### src/verilog/phf_pkg.sv
// Overview of operation
// RQ1 - Internal clocking drives both line clocks; external clocking takes them from outside.
// RQ2 - Internal line rate is programmable from 2400 to 2048000 bps.
// RQ3 - External rate leaves hardware alone; zero reads 1000000, maximum 6312000 bps.
// RQ4 - Line code is NRZ or NRZI per interface, NRZ after reset.
// RQ5 - Flag idle sends back-to-back 7E octets whenever no frame is sent.
// RQ6 - Mark idle holds the line at one between frames.
// RQ7 - Zero to fifteen extra flags go between frames, zero after reset.
// RQ8 - Receive size limit is programmable 576 to 4089 bytes, 2048 after reset.
// RQ9 - Loopback check is on after reset; magic values come from the clock.
// RQ10 - Received magic equal to last sent magic forces link renegotiation.
// RQ11 - The peer escapes character N when bit N of escape_char_map is set.
// RQ12 - escape_char_map resets to 0A0000, flagging XON and XOFF.
// RQ13 - Synchronous transparency uses bit stuffing; escape_char_map has no effect.
// RQ14 - Address and control bytes FF 03 may be dropped, saving two bytes.
// RQ15 - Receiver accepts frames with or without address and control bytes.
// RQ16 - Transmitter omits address and control bytes only when the peer accepts that.
// RQ17 - Link control frames always carry address and control bytes.
// RQ18 - Zero inserted after five ones inside frames, removed on receive.
package phf_pkg;
	// Register offsets
	localparam int ADDR_W = 8;
	localparam logic [7:0] OFF_CTRL = 8'h00;
	localparam logic [7:0] OFF_SPEED = 8'h04;
	localparam logic [7:0] OFF_MRU = 8'h08;
	localparam logic [7:0] OFF_ESC_MAP = 8'h0C;
	localparam logic [7:0] OFF_CMD = 8'h10;
	localparam logic [7:0] OFF_MAGIC_TX = 8'h14;
	localparam logic [7:0] OFF_MAGIC_RX = 8'h18;
	localparam logic [7:0] OFF_STATUS = 8'h1C;
	// Control fields
	localparam int CTL_INTCLK = 0;
	localparam int CTL_NRZI = 1;
	localparam int CTL_MARK = 2;
	localparam int CTL_MAGIC = 3;
	localparam int CTL_ADCOMP_LOC = 4;
	localparam int CTL_ADCOMP_PEER = 5;
	localparam int CTL_GAP_LSB = 8;
	// Status fields
	localparam int ST_LOOP = 0;
	localparam int ST_OVER = 1;
	localparam int ST_ABORT = 2;
	localparam int ST_BUSY = 3;
	// Values after reset and limits
	localparam logic [31:0] ESC_MAP_RST = 32'h000A0000;
	localparam logic [11:0] MRU_RST = 12'h800;
	localparam logic [11:0] MRU_MIN = 12'h240;
	localparam logic [11:0] MRU_MAX = 12'hFF9;
	localparam logic [22:0] RATE_INT_MIN = 23'h000960;
	localparam logic [22:0] RATE_INT_MAX = 23'h1F4000;
	localparam logic [22:0] RATE_EXT_DEF = 23'h0F4240;
	localparam logic [22:0] RATE_EXT_MAX = 23'h605040;
	// Clock rate and rate generator half period
	localparam int unsigned CLK_HZ = 20_000_000;
	localparam logic [23:0] NCO_HALF = 24'(CLK_HZ / 2);
	// Line octets and run lengths
	localparam logic [7:0] FLAG_OCTET = 8'h7E;
	localparam logic [7:0] ADDR_OCTET = 8'hFF;
	localparam logic [7:0] CTRL_OCTET = 8'h03;
	localparam logic [3:0] OCTET_BITS = 4'h8;
	localparam logic [2:0] STUFF_RUN = 3'h5;
	localparam logic [2:0] ABORT_RUN = 3'h6;
	// Transmit sequencer phases
	typedef enum logic [1:0] {TP_IDLE, TP_CTRL, TP_DATA} phf_txph_t;
endpackage: phf_pkg

### src/verilog/phf_tx_bits.sv
`timescale 1ns/1ns
`default_nettype none
module phf_tx_bits (
	// Clock and reset
	input wire logic pclk,
	input wire logic presetn,
	// Line timing and mode
	input wire logic bit_tick,
	input wire logic nrzi,
	input wire logic mark_idle,
	input wire logic [3:0] gap,
	// Octet handoff
	input wire logic in_valid,
	input wire logic [7:0] in_data,
	input wire logic in_last,
	output logic in_ready,
	output logic busy,
	// Line
	output logic line_out
);
	import phf_pkg::*;

	typedef struct packed {
		logic [7:0] sh;
		logic [3:0] cnt;
		logic [2:0] ones;
		logic fl, mk, infr, lastb;
		logic [3:0] gapn;
		logic lvl, line;
	} phf_txb_t;

	phf_txb_t s, n;
	logic b;

	// One line bit per tick
	always_comb begin
		n = s;
		in_ready = 1'b0;
		b = 1'b1;
		if (bit_tick) begin
			// RQ18 zero after five ones
			if (!s.fl && s.ones == STUFF_RUN) begin
				b = 1'b0;
				n.ones = '0;
			end else begin
				if (s.cnt == 4'h0) begin
					n.cnt = OCTET_BITS;
					n.fl = 1'b1;
					n.mk = 1'b0;
					n.sh = FLAG_OCTET;
					if (s.infr && !s.lastb && in_valid) begin
						in_ready = 1'b1;
						n.sh = in_data;
						n.fl = 1'b0;
						n.lastb = in_last;
					end else if (s.infr) begin
						n.infr = 1'b0;
						n.lastb = 1'b0;
						n.gapn = gap;
					end else if (s.gapn != 4'h0) begin
						// RQ7 extra gap flags
						n.gapn = s.gapn - 4'h1;
					end else if (in_valid) begin
						n.infr = 1'b1;
					end else begin
						// RQ6 mark or RQ5 flag idle
						n.mk = mark_idle;
					end
				end
				b = n.sh[0] | n.mk;
				n.sh = {1'b0, n.sh[7:1]};
				n.cnt = n.cnt - 4'h1;
				n.ones = (b && !n.fl) ? n.ones + 3'h1 : 3'h0;
			end
			// RQ4 line code
			if (n.mk) begin
				n.lvl = 1'b1;
				n.line = 1'b1;
			end else begin
				n.lvl = b ? s.lvl : ~s.lvl;
				n.line = nrzi ? n.lvl : b;
			end
		end
	end

	// State register
	always_ff @(posedge pclk or negedge presetn) begin
		if (!presetn) begin
			s <= '0;
			s.lvl <= 1'b1;
			s.line <= 1'b1;
		end else begin
			s <= n;
		end
	end

	assign busy = s.infr | (s.gapn != 4'h0);
	assign line_out = s.line;
endmodule: phf_tx_bits
`default_nettype wire

### src/verilog/phf_rx_bits.sv
`timescale 1ns/1ns
`default_nettype none
module phf_rx_bits (
	// Clock and reset
	input wire logic pclk,
	input wire logic presetn,
	// Line timing and mode
	input wire logic bit_tick,
	input wire logic line_in,
	input wire logic nrzi,
	// Octets out, one behind the line
	output logic out_valid,
	output logic [7:0] out_data,
	output logic [7:0] out_next,
	output logic out_last,
	output logic out_abort
);
	import phf_pkg::*;

	typedef struct packed {
		logic prev;
		logic [7:0] hist, acc, pend;
		logic [2:0] ones;
		logic [3:0] cnt;
		logic infr, pv;
		logic ov, ol, ab;
		logic [7:0] od, on;
	} phf_rxb_t;

	phf_rxb_t s, n;
	logic b;

	// Flag hunt, destuffing and octet assembly
	always_comb begin
		n = s;
		n.ov = 1'b0;
		n.ab = 1'b0;
		b = 1'b0;
		if (bit_tick) begin
			// RQ4 line decode
			b = nrzi ? (line_in == s.prev) : line_in;
			n.prev = line_in;
			n.hist = {b, s.hist[7:1]};
			if (n.hist == FLAG_OCTET) begin
				if (s.infr && s.pv) begin
					n.ov = 1'b1;
					n.od = s.pend;
					n.ol = 1'b1;
				end
				n.infr = 1'b1;
				n.cnt = '0;
				n.pv = 1'b0;
				n.ones = '0;
			end else if (b && s.ones == ABORT_RUN) begin
				n.ab = s.infr;
				n.infr = 1'b0;
				n.pv = 1'b0;
			end else if (!b && s.ones == STUFF_RUN) begin
				// RQ18 drop stuffed zero
				n.ones = '0;
			end else begin
				n.ones = b ? ((s.ones == 3'h7) ? s.ones : s.ones + 3'h1) : 3'h0;
				if (s.infr) begin
					n.acc = {b, s.acc[7:1]};
					n.cnt = s.cnt + 4'h1;
					if (n.cnt == OCTET_BITS) begin
						n.cnt = '0;
						n.ov = s.pv;
						n.od = s.pend;
						n.on = n.acc;
						n.ol = 1'b0;
						n.pend = n.acc;
						n.pv = 1'b1;
					end
				end
			end
		end
	end

	// State register
	always_ff @(posedge pclk or negedge presetn) begin
		if (!presetn) begin
			s <= '0;
		end else begin
			s <= n;
		end
	end

	assign out_valid = s.ov;
	assign out_data = s.od;
	assign out_next = s.on;
	assign out_last = s.ol;
	assign out_abort = s.ab;
endmodule: phf_rx_bits
`default_nettype wire

### src/verilog/phf_framer.sv
// The APB interface to the registers and the address map are this design's own decisions.
`timescale 1ns/1ns
`default_nettype none
module phf_framer (
	// APB slave
	input wire logic pclk,
	input wire logic presetn,
	input wire logic psel,
	input wire logic penable,
	input wire logic pwrite,
	input wire logic [phf_pkg::ADDR_W-1:0] paddr,
	input wire logic [31:0] pwdata,
	output logic [31:0] prdata,
	output logic pready,
	output logic pslverr,
	// Transmit byte stream
	input wire logic tx_valid,
	input wire logic [7:0] tx_data,
	input wire logic tx_last,
	input wire logic tx_lcp,
	output logic tx_ready,
	// Receive byte stream
	output logic rx_valid,
	output logic [7:0] rx_data,
	output logic rx_last,
	output logic rx_err,
	// Serial line
	input wire logic line_clk_in,
	input wire logic rx_line_in,
	output logic tx_line_out,
	output logic tx_clk_out,
	output logic rx_clk_out,
	output logic clk_out_en,
	// Link events
	output logic link_renegotiate
);
	import phf_pkg::*;

	typedef struct packed {
		logic int_clk, nrzi, mark, magic_en, adcomp_loc, adcomp_peer;
		logic [3:0] gap;
		logic [22:0] speed;
		logic [11:0] mru;
		logic [31:0] esc_map, rnd, magic_tx, rdata;
		logic st_loop, st_over, st_abort;
		logic err, reneg;
		logic [23:0] nco;
		logic gclk, lc1, lc2, cprev, rd1, rd2;
		phf_txph_t txph;
		logic rfirst, rskip, rover;
		logic [12:0] rcnt;
		logic rv, rl, re;
		logic [7:0] rd;
	} phf_main_t;

	phf_main_t s, n;

	logic clk_now, rise, fall;
	logic setup, access, wr, mapped;
	logic need_hdr;
	logic bv, bl, b_ready, tx_busy;
	logic [7:0] bd;
	logic rb_valid, rb_last, rb_abort;
	logic [7:0] rb_data, rb_next;
	logic [22:0] rate_int, rate_rd;
	logic [31:0] rmux, ctrl_w, stat_w;
	logic [12:0] mru_w;

	// Internal rate clamp, then the rate software reads back
	always_comb begin
		// RQ2 internal rate range
		if (s.speed < RATE_INT_MIN) begin
			rate_int = RATE_INT_MIN;
		end else if (s.speed > RATE_INT_MAX) begin
			rate_int = RATE_INT_MAX;
		end else begin
			rate_int = s.speed;
		end
		// RQ3 external rate only reported
		if (s.int_clk) begin
			rate_rd = rate_int;
		end else if (s.speed == 23'h0) begin
			rate_rd = RATE_EXT_DEF;
		end else if (s.speed > RATE_EXT_MAX) begin
			rate_rd = RATE_EXT_MAX;
		end else begin
			rate_rd = s.speed;
		end
	end

	// Line clock choice and edges
	always_comb begin
		// RQ1 clock source
		clk_now = s.int_clk ? s.gclk : s.lc2;
		rise = clk_now & ~s.cprev;
		fall = ~clk_now & s.cprev;
	end

	// Register words and read mux
	always_comb begin
		ctrl_w = '0;
		ctrl_w[CTL_INTCLK] = s.int_clk;
		ctrl_w[CTL_NRZI] = s.nrzi;
		ctrl_w[CTL_MARK] = s.mark;
		ctrl_w[CTL_MAGIC] = s.magic_en;
		ctrl_w[CTL_ADCOMP_LOC] = s.adcomp_loc;
		ctrl_w[CTL_ADCOMP_PEER] = s.adcomp_peer;
		ctrl_w[CTL_GAP_LSB +: 4] = s.gap;
		stat_w = '0;
		stat_w[ST_LOOP] = s.st_loop;
		stat_w[ST_OVER] = s.st_over;
		stat_w[ST_ABORT] = s.st_abort;
		stat_w[ST_BUSY] = tx_busy;
		mapped = 1'b1;
		rmux = '0;
		case (paddr)
			OFF_CTRL: rmux = ctrl_w;
			OFF_SPEED: rmux = {9'h000, rate_rd};
			OFF_MRU: rmux = {20'h00000, s.mru};
			OFF_ESC_MAP: rmux = s.esc_map;
			OFF_CMD: rmux = '0;
			OFF_MAGIC_TX: rmux = s.magic_tx;
			OFF_MAGIC_RX: rmux = '0;
			OFF_STATUS: rmux = stat_w;
			default: mapped = 1'b0;
		endcase
	end

	// Transmit header insertion and byte handoff
	always_comb begin
		// RQ14 RQ16 RQ17 header FF 03 choice
		need_hdr = !(s.adcomp_peer && !tx_lcp);
		bv = 1'b0;
		bd = tx_data;
		bl = 1'b0;
		tx_ready = 1'b0;
		case (s.txph)
			TP_IDLE: begin
				bv = tx_valid;
				bd = need_hdr ? ADDR_OCTET : tx_data;
				bl = !need_hdr && tx_last;
				tx_ready = !need_hdr && b_ready;
			end
			TP_CTRL: begin
				bv = 1'b1;
				bd = CTRL_OCTET;
			end
			TP_DATA: begin
				bv = tx_valid;
				bl = tx_last;
				tx_ready = b_ready;
			end
			default: begin
				bv = 1'b0;
			end
		endcase
	end

	// Next state of the whole block
	always_comb begin
		n = s;
		n.reneg = 1'b0;
		n.rv = 1'b0;
		// RQ9 free counter as random source
		n.rnd = s.rnd + 32'h1;
		setup = psel && !penable;
		access = psel && penable;
		wr = access && pwrite && !s.err;
		mru_w = '0;

		// Synchronisers for line clock and receive data
		n.lc1 = line_clk_in;
		n.lc2 = s.lc1;
		n.rd1 = rx_line_in;
		n.rd2 = s.rd1;
		n.cprev = clk_now;

		// APB setup phase captures read data and decode
		if (setup) begin
			n.rdata = (pwrite || !mapped) ? 32'h0 : rmux;
			n.err = !mapped;
		end

		// APB write at the access edge
		if (wr) begin
			case (paddr)
				OFF_CTRL: begin
					n.int_clk = pwdata[CTL_INTCLK];
					// RQ4 line code select
					n.nrzi = pwdata[CTL_NRZI];
					n.mark = pwdata[CTL_MARK];
					n.magic_en = pwdata[CTL_MAGIC];
					// RQ15 local setting is stored only; receive strips FF 03 either way
					n.adcomp_loc = pwdata[CTL_ADCOMP_LOC];
					n.adcomp_peer = pwdata[CTL_ADCOMP_PEER];
					// RQ7 gap flag count
					n.gap = pwdata[CTL_GAP_LSB +: 4];
				end
				OFF_SPEED: begin
					n.speed = (pwdata[31:23] != 9'h0) ? 23'h7FFFFF : pwdata[22:0];
				end
				OFF_MRU: begin
					// RQ8 size limit clamp
					mru_w = pwdata[12:0];
					if (pwdata[31:13] != 19'h0 || mru_w > {1'b0, MRU_MAX}) begin
						n.mru = MRU_MAX;
					end else if (mru_w < {1'b0, MRU_MIN}) begin
						n.mru = MRU_MIN;
					end else begin
						n.mru = mru_w[11:0];
					end
				end
				// RQ13 stored for software only
				OFF_ESC_MAP: n.esc_map = pwdata;
				OFF_CMD: begin
					if (pwdata[0]) begin
						n.magic_tx = s.magic_en ? s.rnd : 32'h0;
					end
				end
				OFF_MAGIC_RX: begin
					// RQ10 looped link detection
					if (s.magic_en && pwdata == s.magic_tx) begin
						n.reneg = 1'b1;
						n.st_loop = 1'b1;
					end
				end
				OFF_STATUS: begin
					n.st_loop = s.st_loop & ~pwdata[ST_LOOP];
					n.st_over = s.st_over & ~pwdata[ST_OVER];
					n.st_abort = s.st_abort & ~pwdata[ST_ABORT];
				end
				default: begin
					n.err = s.err;
				end
			endcase
		end

		// RQ2 rate generator, stops with the external select write
		if (n.int_clk) begin
			n.nco = s.nco + {1'b0, rate_int};
			if (n.nco >= NCO_HALF) begin
				n.nco = n.nco - NCO_HALF;
				n.gclk = ~s.gclk;
			end
		end else begin
			n.nco = '0;
			n.gclk = 1'b0;
		end

		// Transmit sequencer phase
		case (s.txph)
			TP_IDLE: begin
				if (tx_valid && b_ready) begin
					if (need_hdr) begin
						n.txph = TP_CTRL;
					end else if (!tx_last) begin
						n.txph = TP_DATA;
					end
				end
			end
			TP_CTRL: begin
				if (b_ready) begin
					n.txph = TP_DATA;
				end
			end
			TP_DATA: begin
				if (tx_valid && b_ready && tx_last) begin
					n.txph = TP_IDLE;
				end
			end
			default: n.txph = TP_IDLE;
		endcase

		// Receive header strip and size limit; sets follow clears
		if (rb_abort) begin
			n.st_abort = 1'b1;
			n.rfirst = 1'b1;
			n.rskip = 1'b0;
			n.rover = 1'b0;
			n.rcnt = '0;
		end
		if (rb_valid) begin
			// RQ15 strip FF 03 when present
			if (s.rfirst && rb_data == ADDR_OCTET && !rb_last && rb_next == CTRL_OCTET) begin
				n.rskip = 1'b1;
				n.rfirst = 1'b0;
			end else if (s.rskip) begin
				n.rskip = 1'b0;
			end else begin
				n.rfirst = 1'b0;
				// RQ8 oversize frames flagged
				if (s.rcnt >= {1'b0, s.mru}) begin
					n.rover = 1'b1;
				end else begin
					n.rcnt = s.rcnt + 13'h1;
				end
				if (rb_last || !n.rover) begin
					n.rv = 1'b1;
					n.rd = rb_data;
					n.rl = rb_last;
					n.re = rb_last && n.rover;
				end
			end
			if (rb_last) begin
				if (n.rover) begin
					n.st_over = 1'b1;
				end
				n.rfirst = 1'b1;
				n.rskip = 1'b0;
				n.rover = 1'b0;
				n.rcnt = '0;
			end
		end
	end

	// State register
	always_ff @(posedge pclk or negedge presetn) begin
		if (!presetn) begin
			s <= '0;
			// RQ9 loopback check on
			s.magic_en <= 1'b1;
			// RQ12 escape map after reset
			s.esc_map <= ESC_MAP_RST;
			s.mru <= MRU_RST;
			s.rfirst <= 1'b1;
		end else begin
			s <= n;
		end
	end

	// Bit engine, octets shift out on falling line clock
	phf_tx_bits u_tx (
		.pclk(pclk),
		.presetn(presetn),
		.bit_tick(fall),
		.nrzi(s.nrzi),
		.mark_idle(s.mark),
		.gap(s.gap),
		.in_valid(bv),
		.in_data(bd),
		.in_last(bl),
		.in_ready(b_ready),
		.busy(tx_busy),
		.line_out(tx_line_out)
	);

	// Bit engine, line sampled on rising line clock
	phf_rx_bits u_rx (
		.pclk(pclk),
		.presetn(presetn),
		.bit_tick(rise),
		.line_in(s.rd2),
		.nrzi(s.nrzi),
		.out_valid(rb_valid),
		.out_data(rb_data),
		.out_next(rb_next),
		.out_last(rb_last),
		.out_abort(rb_abort)
	);

	// Outputs
	assign prdata = s.rdata;
	assign pready = 1'b1;
	assign pslverr = s.err;
	assign rx_valid = s.rv;
	assign rx_data = s.rd;
	assign rx_last = s.rl;
	assign rx_err = s.re;
	// RQ1 both clocks driven only when internal
	assign tx_clk_out = s.gclk;
	assign rx_clk_out = s.gclk;
	assign clk_out_en = s.int_clk;
	assign link_renegotiate = s.reneg;
endmodule: phf_framer
`default_nettype wire

### config.mk
export PLATFORM = sky130hd
export DESIGN_NAME = phf_framer
export DESIGN_NICKNAME = d
export VERILOG_FILES = /design/src/verilog/phf_pkg.sv /design/src/verilog/phf_tx_bits.sv /design/src/verilog/phf_rx_bits.sv /design/src/verilog/phf_framer.sv
export SDC_FILE = /design/constraint.sdc
export NUM_CORES = 1
export LEC_CHECK = 0
export ABC_CLOCK_PERIOD_IN_PS = 5950
export BUFFER_PORTS_ARGS = -buffer_cell sky130_fd_sc_hd__buf_2
export CORE_UTILIZATION = 51
export CTS_BUF_LIST = sky130_fd_sc_hd__clkbuf_2 sky130_fd_sc_hd__clkbuf_4 sky130_fd_sc_hd__clkbuf_8
export DETAILED_ROUTE_END_ITERATION = 12
export PLACE_DENSITY = 0.75
export SYNTH_ARGS = -nofsm -noshare
export SYNTH_HDL_FRONTEND = slang
export SYNTH_SLANG_ARGS = --single-unit
### constraint.sdc
create_clock -name pclk -period 5.95 [get_ports pclk]
set_input_delay 0.595 -clock pclk [delete_from_list [all_inputs] [get_ports pclk]]
set_output_delay 0.595 -clock pclk [all_outputs]
set_load 0.02 [all_outputs]
==> results.txt, run 1 <==
The accumulated negative setup slack is 0 ns. The async set-reset flop share out of synthesis is 100.0%. The tools report the total number of nets in the final design as 1960. The deepest clock path buffer count was 3. In this run the worst setup path begins at s[211]. Summing the sequential cell areas from Yosys gives 45.43% of the chip area. After synthesis, the netlist uses 85 different library cells. The highest clock rate came out at 176.9 MHz. Startpoint of the lowest-slack register-to-register path: s[211]. The clock latency of the later-clocked register in the worst-skew pair is 0.59 ns. For this design, the sink count on the clock tree is 304. Cells with a size suffix above 1 make up 17.72% of the layout.

During placement, the flow inserted port buffers numbering 107. The setup clock skew after layout was 0.02996 ns; the final worst-path cycle share was 95.02%. The leakage component of the power is 8.728 nW, and the combined buffer and inverter count along the critical path is 2.

Using the TritonRoute via totals, the vias-per-cell ratio works out to 5.909. The wire-length estimate of the detail-placed layout is 30150 um. In the final routed layout, each cell accounts on average for 18.27 um.

The floorplan step set the die height to 183.3 um. For this design the top-level I/O count stands at 109. The number of instances in the synthesized netlist is 1787. The critical path is of the flop to flop type. The logs give 51.66% for the initial cell density of the core and 0.03360 mm^2 for the area of the die.

The logs give 0.0002133 V for the peak supply drop and 51 for the number of buffers inserted during clock tree synthesis. The worst pin sits at a relative slew slack of 27.94%. Setup violations remaining at the end of the flow were counted as 0. Layout overhead on the synthesized area: 11.31%. The detail route stage leaves a number of antenna-violating nets equal to 0. STA classifies the critical path startpoint as a flop. For this run, design rule violations remaining after detail routing come to 0.

After synthesis the cells add up to 0.01677 mm^2. Among all flip-flop cells after synthesis, the most frequent one is sky130_fd_sc_hd__dfrtp_1. The horizontal die dimension is 183.3 um, and the critical path data arrival time is 6.17 ns. The tools report the number of antenna violations at the first check in global routing as 2. The tightest hold path in the finished design has a slack of 0.09818 ns. The run gives 13400 as the number of global-route vias before repair. Fill cells in the final layout number 2846.

The detailed router's first-iteration violation count came out at 1338. Setup repair after global routing left no endpoint under its margin. In the post-synthesis netlist, the biggest area contributors are sky130_fd_sc_hd__dfrtp_1, sky130_fd_sc_hd__nand2_1, sky130_fd_sc_hd__mux2_2, sky130_fd_sc_hd__o21ai_0, sky130_fd_sc_hd__ha_1.

Endpoint of the most critical register-to-register path: s[52]. The run gives 0.30 ns as the reg2reg setup slack. The minimum clock period is 5.654 ns, and the leftover overflow at the end of global routing is 0. Power spread over the standard cell area amounts to 255.8 mW/mm^2. Max-slew violation count: 0.

In this run, synthesis inferred 0 flip-flops with an integrated enable. The total detailed-routing wirelength was 42650 um. During synthesis, Yosys emitted a total of 0 warnings. sky130_fd_sc_hd__dfrtp_1 takes more of the synthesized area than any other cell.

After clock tree synthesis, the clock-pin slew on the worst setup and hold paths is 0.06 ns. TritonCTS built the clock tree. The run finished with clean final reports. The tools report the deepest level of the CTS H-tree as 2. Dividing the synthesized area by the synthesized cell count gives 9.382 um^2. The cell family contributing the most delay on the critical path is compound AO/OA/AOI/OAI gates.

The critical path crosses 18 cells after its start point. The share of Yosys cell area claimed by the top area cell type came out at 44.33%. The total area inside the core boundary comes to 0.03245 mm^2.

Data on the critical path is required at its endpoint by 6.46 ns. For the worst flop-to-flop path, the logic depth is 18. The first-pass GRT wire length came out at 69260 um.

The routed layout has 13790 vias. Across the run, the number of max-cap violations was 0. Root buffer selected by CTS: sky130_fd_sc_hd__clkbuf_8. Slew at the pin with the worst max-slew slack: 1.073 ns. At the end of routability-driven placement, the weighted congestion stood at 0.9034.

For the hold violation total from the final report, the log shows 0. The slowest stage of the critical path belongs to the cell sky130_fd_sc_hd__or4_1. The worst hold path belongs to the class input pin to asynchronous set/reset pin. The pre-antenna-repair detailed-routing pass consisted of 5 iterations. The tools report the total of hold buffers inserted after clock tree synthesis as 0. The total number of placement rows was 66; the number of synthesized register bits was 304. In this run the worst path has a maximum fanout of 9. The run gives 25.71% as the global routing usage summed across all routing layers. The pin count of the biggest net entering global routing was 122. STA classifies the critical path endpoint as a flop.

For this run, the slowest stage of the critical path takes 0.61 ns. Walking the worst path, the cells encountered are or4_1 -> nor3_4 -> or4b_1 -> a21o_1 -> a311oi_2 -> buf_4 -> and2_1 -> ha_1 -> a21o_1 -> or3_4 -> o21a_1 -> o21a_4 -> o41ai_4 -> a31oi_4 -> a21o_4 -> buf_4 -> a2111oi_4 -> mux2i_1. The capturing instance or port of the critical path is s[52].
[layout by cell type (no fill, tap or decap), types with 7 or more instances in the layout]
master | Yosys | routed
sky130_fd_sc_hd__dfrtp_1 | 297 | 297
sky130_fd_sc_hd__nand2_1 | 230 | 230
sky130_fd_sc_hd__nor2_1 | 151 | 150
sky130_fd_sc_hd__o21ai_0 | 122 | 122
sky130_fd_sc_hd__a21oi_1 | 107 | 106
sky130_fd_sc_hd__buf_2 | 2 | 106
sky130_fd_sc_hd__mux2_2 | 64 | 64
sky130_fd_sc_hd__clkbuf_8 | 0 | 64
sky130_fd_sc_hd__inv_1 | 52 | 52
sky130_fd_sc_hd__ha_1 | 48 | 48
sky130_fd_sc_hd__xor2_1 | 47 | 46
sky130_fd_sc_hd__nand3_1 | 41 | 41
sky130_fd_sc_hd__xnor2_1 | 37 | 37
sky130_fd_sc_hd__a22oi_1 | 28 | 28
sky130_fd_sc_hd__buf_4 | 42 | 28
sky130_fd_sc_hd__and3_1 | 27 | 27
sky130_fd_sc_hd__mux2i_1 | 26 | 26
sky130_fd_sc_hd__nor4_1 | 25 | 25
sky130_fd_sc_hd__and2_1 | 25 | 25
sky130_fd_sc_hd__nand4_1 | 25 | 25
sky130_fd_sc_hd__nor3_1 | 27 | 25
sky130_fd_sc_hd__a21o_1 | 22 | 21
sky130_fd_sc_hd__nand2b_1 | 21 | 21
sky130_fd_sc_hd__clkbuf_4 | 0 | 17
sky130_fd_sc_hd__or3_1 | 16 | 16
sky130_fd_sc_hd__a221o_1 | 15 | 15
sky130_fd_sc_hd__nor2b_1 | 13 | 13
sky130_fd_sc_hd__o211ai_1 | 13 | 13
sky130_fd_sc_hd__o21a_1 | 13 | 13
sky130_fd_sc_hd__or2_2 | 12 | 12
sky130_fd_sc_hd__a31oi_1 | 10 | 10
sky130_fd_sc_hd__a221oi_1 | 10 | 10
sky130_fd_sc_hd__a211oi_1 | 11 | 9
sky130_fd_sc_hd__o311ai_0 | 8 | 8
sky130_fd_sc_hd__and4_1 | 7 | 7
sky130_fd_sc_hd__o22ai_1 | 7 | 7
sky130_fd_sc_hd__dfstp_2 | 7 | 7
[report_power, final]
| group | total [mW] | internal, mW | switching (mW) |
|---|---|---|---|
| clock network | 2.01 | 1.16 | 0.854 |
| registers | 2.24 | 2.16 | 0.0814 |
| logic | 0.516 | 0.199 | 0.317 |
[per-layer routing]
layer	up-vias	GRT usage [%]	routed length, um
li1	6488	-	-
met2	476	41.58	19980
met5	-	0	12
met3	94	4.825	3006
met1	6731	34.40	18400
met4	2	9.533	1241
[cells by family (layout without fill, tap and decap cells)]
family / after synthesis / count (layout) / share of synthesized area (%)
and+or+nand+nor: 646 / 646 / 18.28
AOI/OAI and AO/OA: 435 / 435 / 17.31
DFF: 304 / 304 / 45.43
buffers and inverters: 176 / 279 / 4.940
muxes: 91 / 91 / 5.918
xor gates and xnor gates: 84 / 84 / 4.388
adders and majority gates: 49 / 49 / 3.702
other: 2 / 4 / 0.04479
[stage by stage]
step	cell area (um^2)	total power, mW	worst slack [ns]	cells	util (%)
2_1_floorplan	16770	2.598	0.3832	1788	-
5_1_grt	18660	4.984	0.02529	2334	57.51
6_report	18660	4.774	0.2964	2334	57.51
3_3_place_gp	17470	2.764	0.1804	2241	53.82
3_5_place_dp	17470	2.786	0.07148	2241	53.82
4_1_cts	18590	4.811	0.07040	2332	57.28
[Yosys cell counts (all sizes together), types with 9 or more instances]
cell type	count
xor2	47
a31oi	11
dfrtp	297
nand4	25
mux2	65
or2	13
nor2	151
or3	17
nor3	28
o211ai	13
clkbuf	75
a21o	22
inv	52
a22oi	28
nand2	230
a221oi	11
a211oi	14
ha	48
o21ai	125
a21oi	108
nand3	41
nor4	25
mux2i	26
o21a	14
and3	27
buf	49
o311ai	9
nand2b	21
nor2b	13
a221o	15
and2	26
xnor2	37
[registers in the layout (all words and copies together) (netlist names)]
register          count
pslverr               1
link_renegotiate      1
u_rx.out_valid        1
clk_out_en            1
rx_last               1
rx_clk_out            1
ctrl_w                9
u_tx.s               23
rx_data               8
n                     2
u_rx.out_abort        1
rx_valid              1
prdata               32
u_rx.s               32
u_tx.line_out         1
u_rx.out_data         8
s                   179
u_rx.out_last         1
rx_err                1
[cell type report]
cell class | count | area [um^2] | area share [%]
tap | 442 | 553.0 | 2.963
inverter | 52 | 195.2 | 1.046
sequential | 304 | 7616 | 40.81
clock buffer | 81 | 1008 | 5.404
antenna | 1 | 2.502 | 0.01341
clock inverter | 10 | 106.4 | 0.5699
multi-input combinational | 1308 | 8406 | 45.04
timing repair buffer | 136 | 775.7 | 4.157
[worst min-delay path by stage]
stage,depth (start not counted),slack [ns],to,startpoint
3_3_place_gp,0,0.33,s[29],n[29]
4_1_cts,1,0.1,n[29],rx_line_in
3_5_place_dp,0,0.34,s[29],n[29]
2_1_floorplan,0,0.30,clk_out_en,presetn
5_1_grt,1,0.1,n[29],rx_line_in
6_report,1,0.1,s[224],presetn
[timing repair]
item / CTS / global route
hold endpoints to repair: 0 / 0
setup endpoints to repair: 1 / 18
pin swaps: 0 / 2
resized for setup: 1 / 13
buffers inserted: 0 / 1
(Power assumes the default switching activity.)
==> run 2, diff against run 1 <==
Settings changed: SYNTH_HIERARCHICAL from default to 1.
==> run 2 against run 1 <==
Clock power about the same. Maximum frequency up 2.2%. Sequential power barely moved. Critical path type unchanged. Die area increased by 2.2%. Sequential share of layout area decreased by 0.27 points. Global-route usage is 0.31 points lower. Utilization shrank 0.20 points. Total power shrank 2.8%. Clock skew up 0.0093 ns. Non-clock buffer count shrank 8.
==> results.txt, run 2 <==
The combined buffer and inverter count along the critical path was 1 (-1). The leftover overflow at the end of global routing came out at 0 (unchanged). Total detailed-routing wirelength: 42840 um (+0.45%).

Setup violation total in the final timing report: 0 (unchanged). The minimum clock period is 5.533 ns (-0.1211 ns). The reg2reg setup slack was 0.42 ns (+0.12 ns); the number of cell instances on the worst register-to-register path was 19 (+1). The share of synthesized area occupied by flip-flops and latches was 44.42% (-1.0 points).

The slew at the pin with the worst max-slew slack is 1.260 ns (+0.1874 ns). The vertical die dimension was 185.4 um (+1.1%). The critical path goes through nor4_1 -> nand2_1 -> or4_1 -> a21oi_1 -> o31a_1 -> nor2b_1 -> buf_4 -> and2_1 -> ha_1 -> a211o_1 -> a221o_1 -> a31oi_4 -> xor2_1 -> nor3_1 -> o21ai_2 -> a21oi_2 -> o2111ai_4 -> a211oi_1 -> mux2i_1. Deepest clock path buffer count: 3 (unchanged). The tools report the total number of nets in the final design as 1947 (-0.66%). Number of buffers inserted during clock tree synthesis: 51 (unchanged). The first-pass GRT wire length was 69500 um (+0.35%).

STA classifies the critical path endpoint as a flop. TritonCTS built the clock tree. The run gives 102 (+20%) as the number of distinct library cells after synthesis. The run gives 34.37% (about the same) as the met1 global-route usage. The tools report the core area as 0.03278 mm^2 (+1.0%). The setup clock skew after layout was 0.03926 ns (+0.009301 ns). In the post-synthesis netlist, the biggest area contributors are sky130_fd_sc_hd__dfrtp_1, sky130_fd_sc_hd__nand2_1, sky130_fd_sc_hd__mux2_2, sky130_fd_sc_hd__ha_1, sky130_fd_sc_hd__o21ai_0. For the number of antenna violations at the first check in global routing, the log shows 7 (+5).

The run gives 0.08027 ns (-0.01792 ns) as the worst hold slack after final layout. The delay of the slowest cell on the worst path is 0.49 ns (-0.12 ns). Most used routing layer in global routing: met2.

The critical path data arrival time was 6.08 ns (-0.09 ns). The clock slew at the register clock pins of the worst setup and hold paths is 0.07 ns (about the same), and the number of synthesized register bits is 304 (unchanged). Among all flip-flop cells after synthesis, the most frequent one is sky130_fd_sc_hd__dfrtp_1. The commonest cells after synthesis are sky130_fd_sc_hd__dfrtp_1, sky130_fd_sc_hd__nand2_1, sky130_fd_sc_hd__o21ai_0. The most used standard cell by instance count after synthesis is sky130_fd_sc_hd__dfrtp_1. For the synthesis warning total, the log shows 6 (+6). The cell type of the slowest stage on the worst timing path is sky130_fd_sc_hd__or4_1. The max-cap violation count came out at 0 (unchanged). Type of the setup path with the least slack: flop to flop. The run gives 9.003 nW (+3.2%) as the leakage component of the power. The run gives 57.31% (-0.20 points) as the final core utilization. The flow ran to the end, and the final reports show no timing, DRC or antenna violations. The most critical setup path has its startpoint at s[205]. The instance count on the critical path came out at 19 (+1). The tools report the detailed router's first-iteration violation count as 1248 (-6.7%).

The met2 track demand over resource in global routing was 40.01% (-1.6 points). The maximum fanout along the worst path is 17 (+8), and the routed length per instance is 18.43 um (+0.88%). The run gives 0.03436 mm^2 (+2.2%) as the area of the die. Worst slew margin relative to its limit: 15.29% (-13 points).

The pin count of the biggest net entering global routing was 132 (+8.2%). The design area was 0.01879 mm^2 (+0.67%). The async set-reset flop share out of synthesis is 100.0% (unchanged), and the detailed-route vias per instance is 5.946 (+0.63%).

For the post-route DRC violation count, the log shows 0 (unchanged). In this run the critical register-to-register path is captured at s[53]. Length of the first detailed-routing pass in iterations: 6 (+1). Setup repair after global routing left no endpoint under its margin. For the placed standard-cell area, the log shows 0.01764 mm^2 (+1.0%). Buffers inserted during post-CTS setup optimization: 0 (unchanged). The count of buffers from port buffering works out to 107 (unchanged). Number of enable flip-flop cells after synthesis: 0 (unchanged).

Max-slew violation count: 0 (unchanged). The worst register-to-register path begins at s[205]. Grouping stages by cell kind, the critical path spends the most delay in compound AO/OA/AOI/OAI gates. The top cell types in the final layout, fill and taps aside, are sky130_fd_sc_hd__dfrtp_1, sky130_fd_sc_hd__nand2_1, sky130_fd_sc_hd__o21ai_0, sky130_fd_sc_hd__buf_2, sky130_fd_sc_hd__nor2_1. The highest clock rate was 180.8 MHz (+2.2%); the total of hold buffers inserted after clock tree synthesis was 0 (unchanged). The deepest level of the CTS H-tree is 2 (unchanged), and the peak supply drop is 0.0001491 V (-30%). The number of instances in the synthesized netlist is 1801 (+0.78%).

For the final weighted congestion in routability-driven placement, the log shows 0.8877 (-1.7%). The root buffer selected by CTS was sky130_fd_sc_hd__clkbuf_8. The register with the most flip-flops in the final layout is s.

The share of Yosys cell area claimed by the top area cell type is 43.35% (-0.98 points), and the post-synthesis area per instance is 9.521 um^2 (+1.5%). The number of clock sinks is 304 (unchanged), and the half-perimeter wire length of the detailed placement result is 30020 um (-0.40%). The layout overhead on the synthesized area is 9.574%. The via count is 13820 (+0.20%). The horizontal die dimension is 185.4 um (+1.1%). Class of the most critical hold timing path: input pin to asynchronous set/reset pin.

The fraction of final layout cells sized beyond drive strength 1 was 18.43% (+0.72 points). The library cell used most frequently in the layout, excluding fill and tap cells, is sky130_fd_sc_hd__dfrtp_1. The run gives 109 (unchanged) as the I/O pin total.

The tools report the number of nets with antenna violations after detailed routing as 0 (unchanged). The total standard cell area after synthesis was 0.01715 mm^2 (+2.3%). Total power divided by cell area: 247.0 mW/mm^2 (-3.4%). The largest area contributor in the synthesized netlist is sky130_fd_sc_hd__dfrtp_1. The logs give 0 (-1) for the number of cells upsized or downsized after cts and 0 (unchanged) for the hold violation total from the final report. The flip-flop count of the largest register after layout is 179 (unchanged). The required time at the endpoint of the critical path was 6.50 ns (+0.04 ns). The tools report the startpoint type of the worst setup path as a flop.

Accumulated negative setup slack: 0 ns (unchanged). The final worst-path cycle share is 92.98% (-2.0 points), and the clock latency of the later-clocked register in the worst-skew pair is 0.63 ns (+0.04 ns). The fraction of met3 tracks used by global routing is 4.129% (-0.70 points), and the global routing usage summed across all routing layers is 25.40% (-0.31 points).

The number of global-route vias before repair came out at 13450 (+0.37%). The run gives 66 (unchanged) as the total number of placement rows. For the initial cell density of the core, the log shows 52.30% (+0.64 points).
-- run 2: final cells by class --
type                            count  area (um^2)
Clock buffer                       82         1028
Multi-Input combinational cell   1300         8548
Antenna cell                        5        12.51
Tap cell                          442        553.0
Inverter                           55        206.4
Fill cell                        2789        14000
Sequential cell                   304         7616
Timing Repair Buffer              128        715.7
Clock inverter                      8        107.6
-- run 2: how the worst max path moves through the flow --
stage / end
floorplan: s[56]
global placement: s[45]
detailed placement: s[45]
CTS: s[45]
global route: s[56]
finish: s[53]
-- run 2: worst reg2reg max path, cell delays in order (launching register included) --
cell and delay, ns:
sky130_fd_sc_hd__dfrtp_1 0.40, sky130_fd_sc_hd__nor4_1 0.43, sky130_fd_sc_hd__nand2_1 0.16, sky130_fd_sc_hd__or4_1 0.49, sky130_fd_sc_hd__a21oi_1 0.16, sky130_fd_sc_hd__o31a_1 0.14, sky130_fd_sc_hd__nor2b_1 0.13, sky130_fd_sc_hd__buf_4 0.17
sky130_fd_sc_hd__and2_1 0.17, sky130_fd_sc_hd__ha_1 0.25, sky130_fd_sc_hd__a211o_1 0.33, sky130_fd_sc_hd__a221o_1 0.42, sky130_fd_sc_hd__a31oi_4 0.31, sky130_fd_sc_hd__xor2_1 0.21, sky130_fd_sc_hd__nor3_1 0.34, sky130_fd_sc_hd__o21ai_2 0.11
sky130_fd_sc_hd__a21oi_2 0.31, sky130_fd_sc_hd__o2111ai_4 0.35, sky130_fd_sc_hd__a211oi_1 0.42, sky130_fd_sc_hd__mux2i_1 0.21
-- run 2: layer usage --
layer,part of all wire [%],routed length [um]
met5,0.058,25
met4,3.4,1466
met3,6.4,2737
met2,47,20030
met1,43,18570
-- run 2: through the flow --
stage / std cells / worst slack (ns) / total power, mW
after global placement: 2229 / 0.5850 / 2.620
after floorplan: 1802 / 0.9965 / 2.489
final: 2324 / 0.4175 / 4.640
after global routing: 2321 / 0.01058 / 4.849
after detailed placement: 2229 / 0.4357 / 2.639
after CTS: 2319 / 0.4308 / 4.687
-- run 2: kinds of logic (layout without fill, tap and decap cells) --
family | after synthesis | in the layout | synth area share (%)
other | 2 | 8 | 0.04380
XOR/XNOR | 88 | 88 | 4.736
multiplexers | 90 | 90 | 5.743
AO/OA/AOI/OAI | 395 | 395 | 15.87
buffers and inverters | 198 | 273 | 5.808
flip-flops | 304 | 304 | 44.42
AND/OR/NAND/NOR | 675 | 675 | 19.76
adder cells (fa/ha/maj) | 49 | 49 | 3.619
-- run 2: power breakdown --
part | internal [mW] | total (mW) | switching (mW)
registers | 2.16 | 2.23 | 0.0757
logic | 0.149 | 0.371 | 0.222
clock network | 1.18 | 2.04 | 0.857
total | 3.49 | 4.64 | 1.15
==> run 3, diff against run 2 <==
Settings changed: BUFFER_PORTS_ARGS -buffer_cell sky130_fd_sc_hd__buf_2 to -buffer_cell sky130_fd_sc_hd__clkbuf_2, PLACE_DENSITY 0.75 to 0.7, SETUP_SLACK_MARGIN from default to 0.15.
==> run 3 against run 2 <==
Clock-buffer cell count unchanged. Via count decreased by 1.4%. Clock skew is 0.0066 ns higher. Wire length down 1.0%. Die area did not move. Non-clock buffer count rose by 5. Highest routed layer unchanged. Total power up 0.56%. Maximum frequency increased by 1.9%. Cell area rose by 0.50%.
==> results.txt, run 3 (same netlist as run 2, synthesis figures left out) <==
The flow ran to the end, and the final reports show no timing, DRC or antenna violations. The logs give 53 (+3.9%) for the number of buffers inserted during clock tree synthesis and 0.03436 mm^2 (unchanged) for the area of the die. Share of power burned in the clock network: 44.3% (+0.4 points).

On the critical path, the stage with the largest delay is an instance of sky130_fd_sc_hd__or4_1. The net switching power of the design came out at 1.205 mW (+4.4%). The final core utilization is 57.59% (+0.29 points), and the number of clock sinks is 304 (unchanged). The library cells used most frequently in the layout, excluding fill and tap cells, are sky130_fd_sc_hd__dfrtp_1, sky130_fd_sc_hd__nand2_1, sky130_fd_sc_hd__o21ai_0, sky130_fd_sc_hd__clkbuf_2, sky130_fd_sc_hd__nor2_1.

For the power share of the combinational group, the log shows 7.9% (about the same). Root buffer selected by CTS: sky130_fd_sc_hd__clkbuf_8. The count of buffers from port buffering works out to 107 (unchanged). The run gives 6.47 ns (-0.03 ns) as the required time at the endpoint of the critical path. Setup repair after global routing left no endpoint under its margin.

Total number of nets in the final design: 1954 (+0.36%). The critical path in this run is classified as flop to flop. STA classifies the critical path endpoint as a flop.

The switching part of the total works out to 25.82% (+0.94 points). The fraction of final layout cells sized beyond drive strength 1 is 19.13% (+0.70 points), and the total detailed-routing wirelength is 42410 um (-1.0%). The number of global-route vias before repair came out at 13190 (-1.9%).

Placed standard-cell area: 0.01764 mm^2 (unchanged). The vertical die dimension was 185.4 um (unchanged); the critical path data arrival time was 5.95 ns (-0.13 ns). The detailed router's first-iteration violation count was 1331 (+6.7%); the core area was 0.03278 mm^2 (unchanged). The tools report the I/O pin total as 109 (unchanged). The hold violation total from the final report came out at 0 (unchanged).

The max-cap violation count is 0 (unchanged), and the detailed-route vias per instance is 5.832 (-1.9%). The tools report the worst hold slack after final layout as 0.08450 ns (+0.004229 ns). The run gives 3.462 mW (-0.70%) as the internal power. For the first-pass GRT wire length, the log shows 68480 um (-1.5%).

The number of nets with antenna violations after detailed routing is 0 (unchanged). The most numerous cell type found on the critical path is sky130_fd_sc_hd__buf_4. Half-perimeter wire length of the detailed placement result: 29990 um (-0.13%). The final worst-path cycle share is 91.28% (-1.7 points). Flip-flop count of the largest register after layout: 179 (unchanged). Initial cell density of the core: 52.30% (unchanged).

Total power divided by cell area: 247.1 mW/mm^2 (about the same). The tools report the leftover overflow at the end of global routing as 0 (unchanged). Ranked by flip-flop count, first place goes to s.

The leakage component of the power came out at 9.020 nW (+0.18%). The reg2reg setup slack was 0.52 ns (+0.10 ns); the routed length per instance was 18.15 um (-1.5%). The number of antenna violations at the first check in global routing is 5 (-2), and the layout overhead on the synthesized area is 10.12%. The slew at the pin with the worst max-slew slack was 1.203 ns (-0.05696 ns); the via count was 13620 (-1.4%).

For the total number of placement rows, the log shows 66 (unchanged). The horizontal die dimension came out at 185.4 um (unchanged). The run gives 146 (+11%) as the pin count of the biggest net entering global routing. The min-delay analysis places its worst path in the category input pin to flop.

Highest clock rate: 184.1 MHz (+1.9%). For the deepest clock path buffer count, the log shows 3 (unchanged). The library cell used most frequently in the layout, excluding fill and tap cells, is sky130_fd_sc_hd__dfrtp_1.

The tools report the peak supply drop as 0.0001643 V (+10%). The delay of the slowest cell on the worst path was 0.47 ns (-0.02 ns); the minimum clock period was 5.431 ns (-0.1012 ns). The tools report the max-slew violation count as 0 (unchanged).

The clock slew at the register clock pins of the worst setup and hold paths is 0.06 ns (about the same), and the maximum fanout along the worst path is 15 (-2). In this design, the largest share of critical-path delay is due to simple AND/OR/NAND/NOR gates. Accumulated negative setup slack: 0 ns (unchanged).

The design area is 0.01888 mm^2 (+0.50%). The setup clock skew after layout came out at 0.04590 ns (+0.006643 ns). The post-route DRC violation count is 0 (unchanged), and the length of the first detailed-routing pass in iterations is 7 (+1). The clock latency of the later-clocked register in the worst-skew pair is 0.62 ns (about the same). The logs give 2 (unchanged) for the deepest level of the CTS H-tree and 19.56% (+4.3 points) for the worst slew margin relative to its limit.

TritonCTS built the clock tree. Combined buffer and inverter count along the critical path: 3 (+2). The worst setup path is launched from a flop.

The critical path goes through nor4_2 -> nand2_1 -> or4_1 -> a21oi_1 -> o31a_1 -> nor2b_1 -> buf_4 -> and2_1 -> ha_1 -> inv_1 -> fa_1 -> nand2b_1 -> a21oi_2 -> buf_4 -> o2111ai_1 -> nand3_1 -> xor2_1 -> nor2_1 -> a21oi_4 -> o2111ai_4 -> a211oi_1 -> mux2i_1. The tools report the share of total power in sequential cells as 47.8% (-0.3 points). The final weighted congestion in routability-driven placement was 0.8724 (-1.7%). The global routing usage summed across all routing layers is 25.13% (-0.27 points), and the setup violation total in the final timing report is 0 (unchanged).
## run 3: worst paths after layout
check	from	to	depth (start not counted)
min reg2reg	n[29]	s[29]	0
min	rx_line_in	n[29]	1
max in group asynchronous	presetn	s[155]	3
max	s[205]	s[45]	22
min in group asynchronous	presetn	u_tx/s[22]	2
max reg2reg	s[205]	s[45]	22
## run 3: final cells by class
| class | instances | area (um^2) |
|---|---|---|
| Inverter | 55 | 206.4 |
| Fill cell | 2908 | 13900 |
| Clock inverter | 18 | 150.1 |
| Multi-Input combinational cell | 1300 | 8567 |
| Tap cell | 442 | 553.0 |
| Timing Repair Buffer | 133 | 755.7 |
| Sequential cell | 304 | 7616 |
| Clock buffer | 82 | 1028 |
| Antenna cell | 2 | 5.005 |
## run 3: worst register-to-register path, cell delays in order (launching register included)
cell	delay, ns
sky130_fd_sc_hd__dfrtp_1	0.41
sky130_fd_sc_hd__nor4_2	0.37
sky130_fd_sc_hd__nand2_1	0.12
sky130_fd_sc_hd__or4_1	0.47
sky130_fd_sc_hd__a21oi_1	0.16
sky130_fd_sc_hd__o31a_1	0.15
sky130_fd_sc_hd__nor2b_1	0.13
sky130_fd_sc_hd__buf_4	0.16
sky130_fd_sc_hd__and2_1	0.14
sky130_fd_sc_hd__ha_1	0.19
sky130_fd_sc_hd__inv_1	0.07
sky130_fd_sc_hd__fa_1	0.40
sky130_fd_sc_hd__nand2b_1	0.22
sky130_fd_sc_hd__a21oi_2	0.17
sky130_fd_sc_hd__buf_4	0.15
sky130_fd_sc_hd__o2111ai_1	0.22
sky130_fd_sc_hd__nand3_1	0.17
sky130_fd_sc_hd__xor2_1	0.31
sky130_fd_sc_hd__nor2_1	0.13
sky130_fd_sc_hd__a21oi_4	0.26
sky130_fd_sc_hd__o2111ai_4	0.30
sky130_fd_sc_hd__a211oi_1	0.40
sky130_fd_sc_hd__mux2i_1	0.23
## run 3: power groups by stage
| stage | clock network (mW) | logic [mW] | registers [mW] |
|---|---|---|---|
| after floorplan | 0 | 0.237 | 2.25 |
| after global placement | 0 | 0.361 | 2.26 |
| after detailed placement | 0 | 0.371 | 2.27 |
| after CTS | 2.11 | 0.374 | 2.23 |
| after global routing | 2.20 | 0.417 | 2.24 |
| final | 2.07 | 0.369 | 2.23 |
## run 3: metal layers
metal	GRT usage (%)	vias up	routed length (um)	share of wire [%]
met1	34.64	6619	19150	45
met2	39.79	412	19670	46
met4	9.190	6	1223	2.9
met3	4.070	92	2321	5.5
met5	0	-	37	0.087
li1	-	6494	-	-
## run 3: timing repair
action                                 4_1_cts  5_1_grt
endpoints found under the hold margin       30        0
hold buffers                                 1        0
resized for setup                            0        3
setup endpoints to repair                    0       14
buffers inserted                             0        4
## run 3: through the flow
step | cells | setup WS [ns] | power [mW]
after floorplan | 1802 | 0.9965 | 2.489
after global placement | 2229 | 0.5424 | 2.622
after detailed placement | 2229 | 0.3791 | 2.638
after CTS | 2330 | 0.3581 | 4.717
after global routing | 2336 | 0.1433 | 4.863
final | 2336 | 0.5187 | 4.666
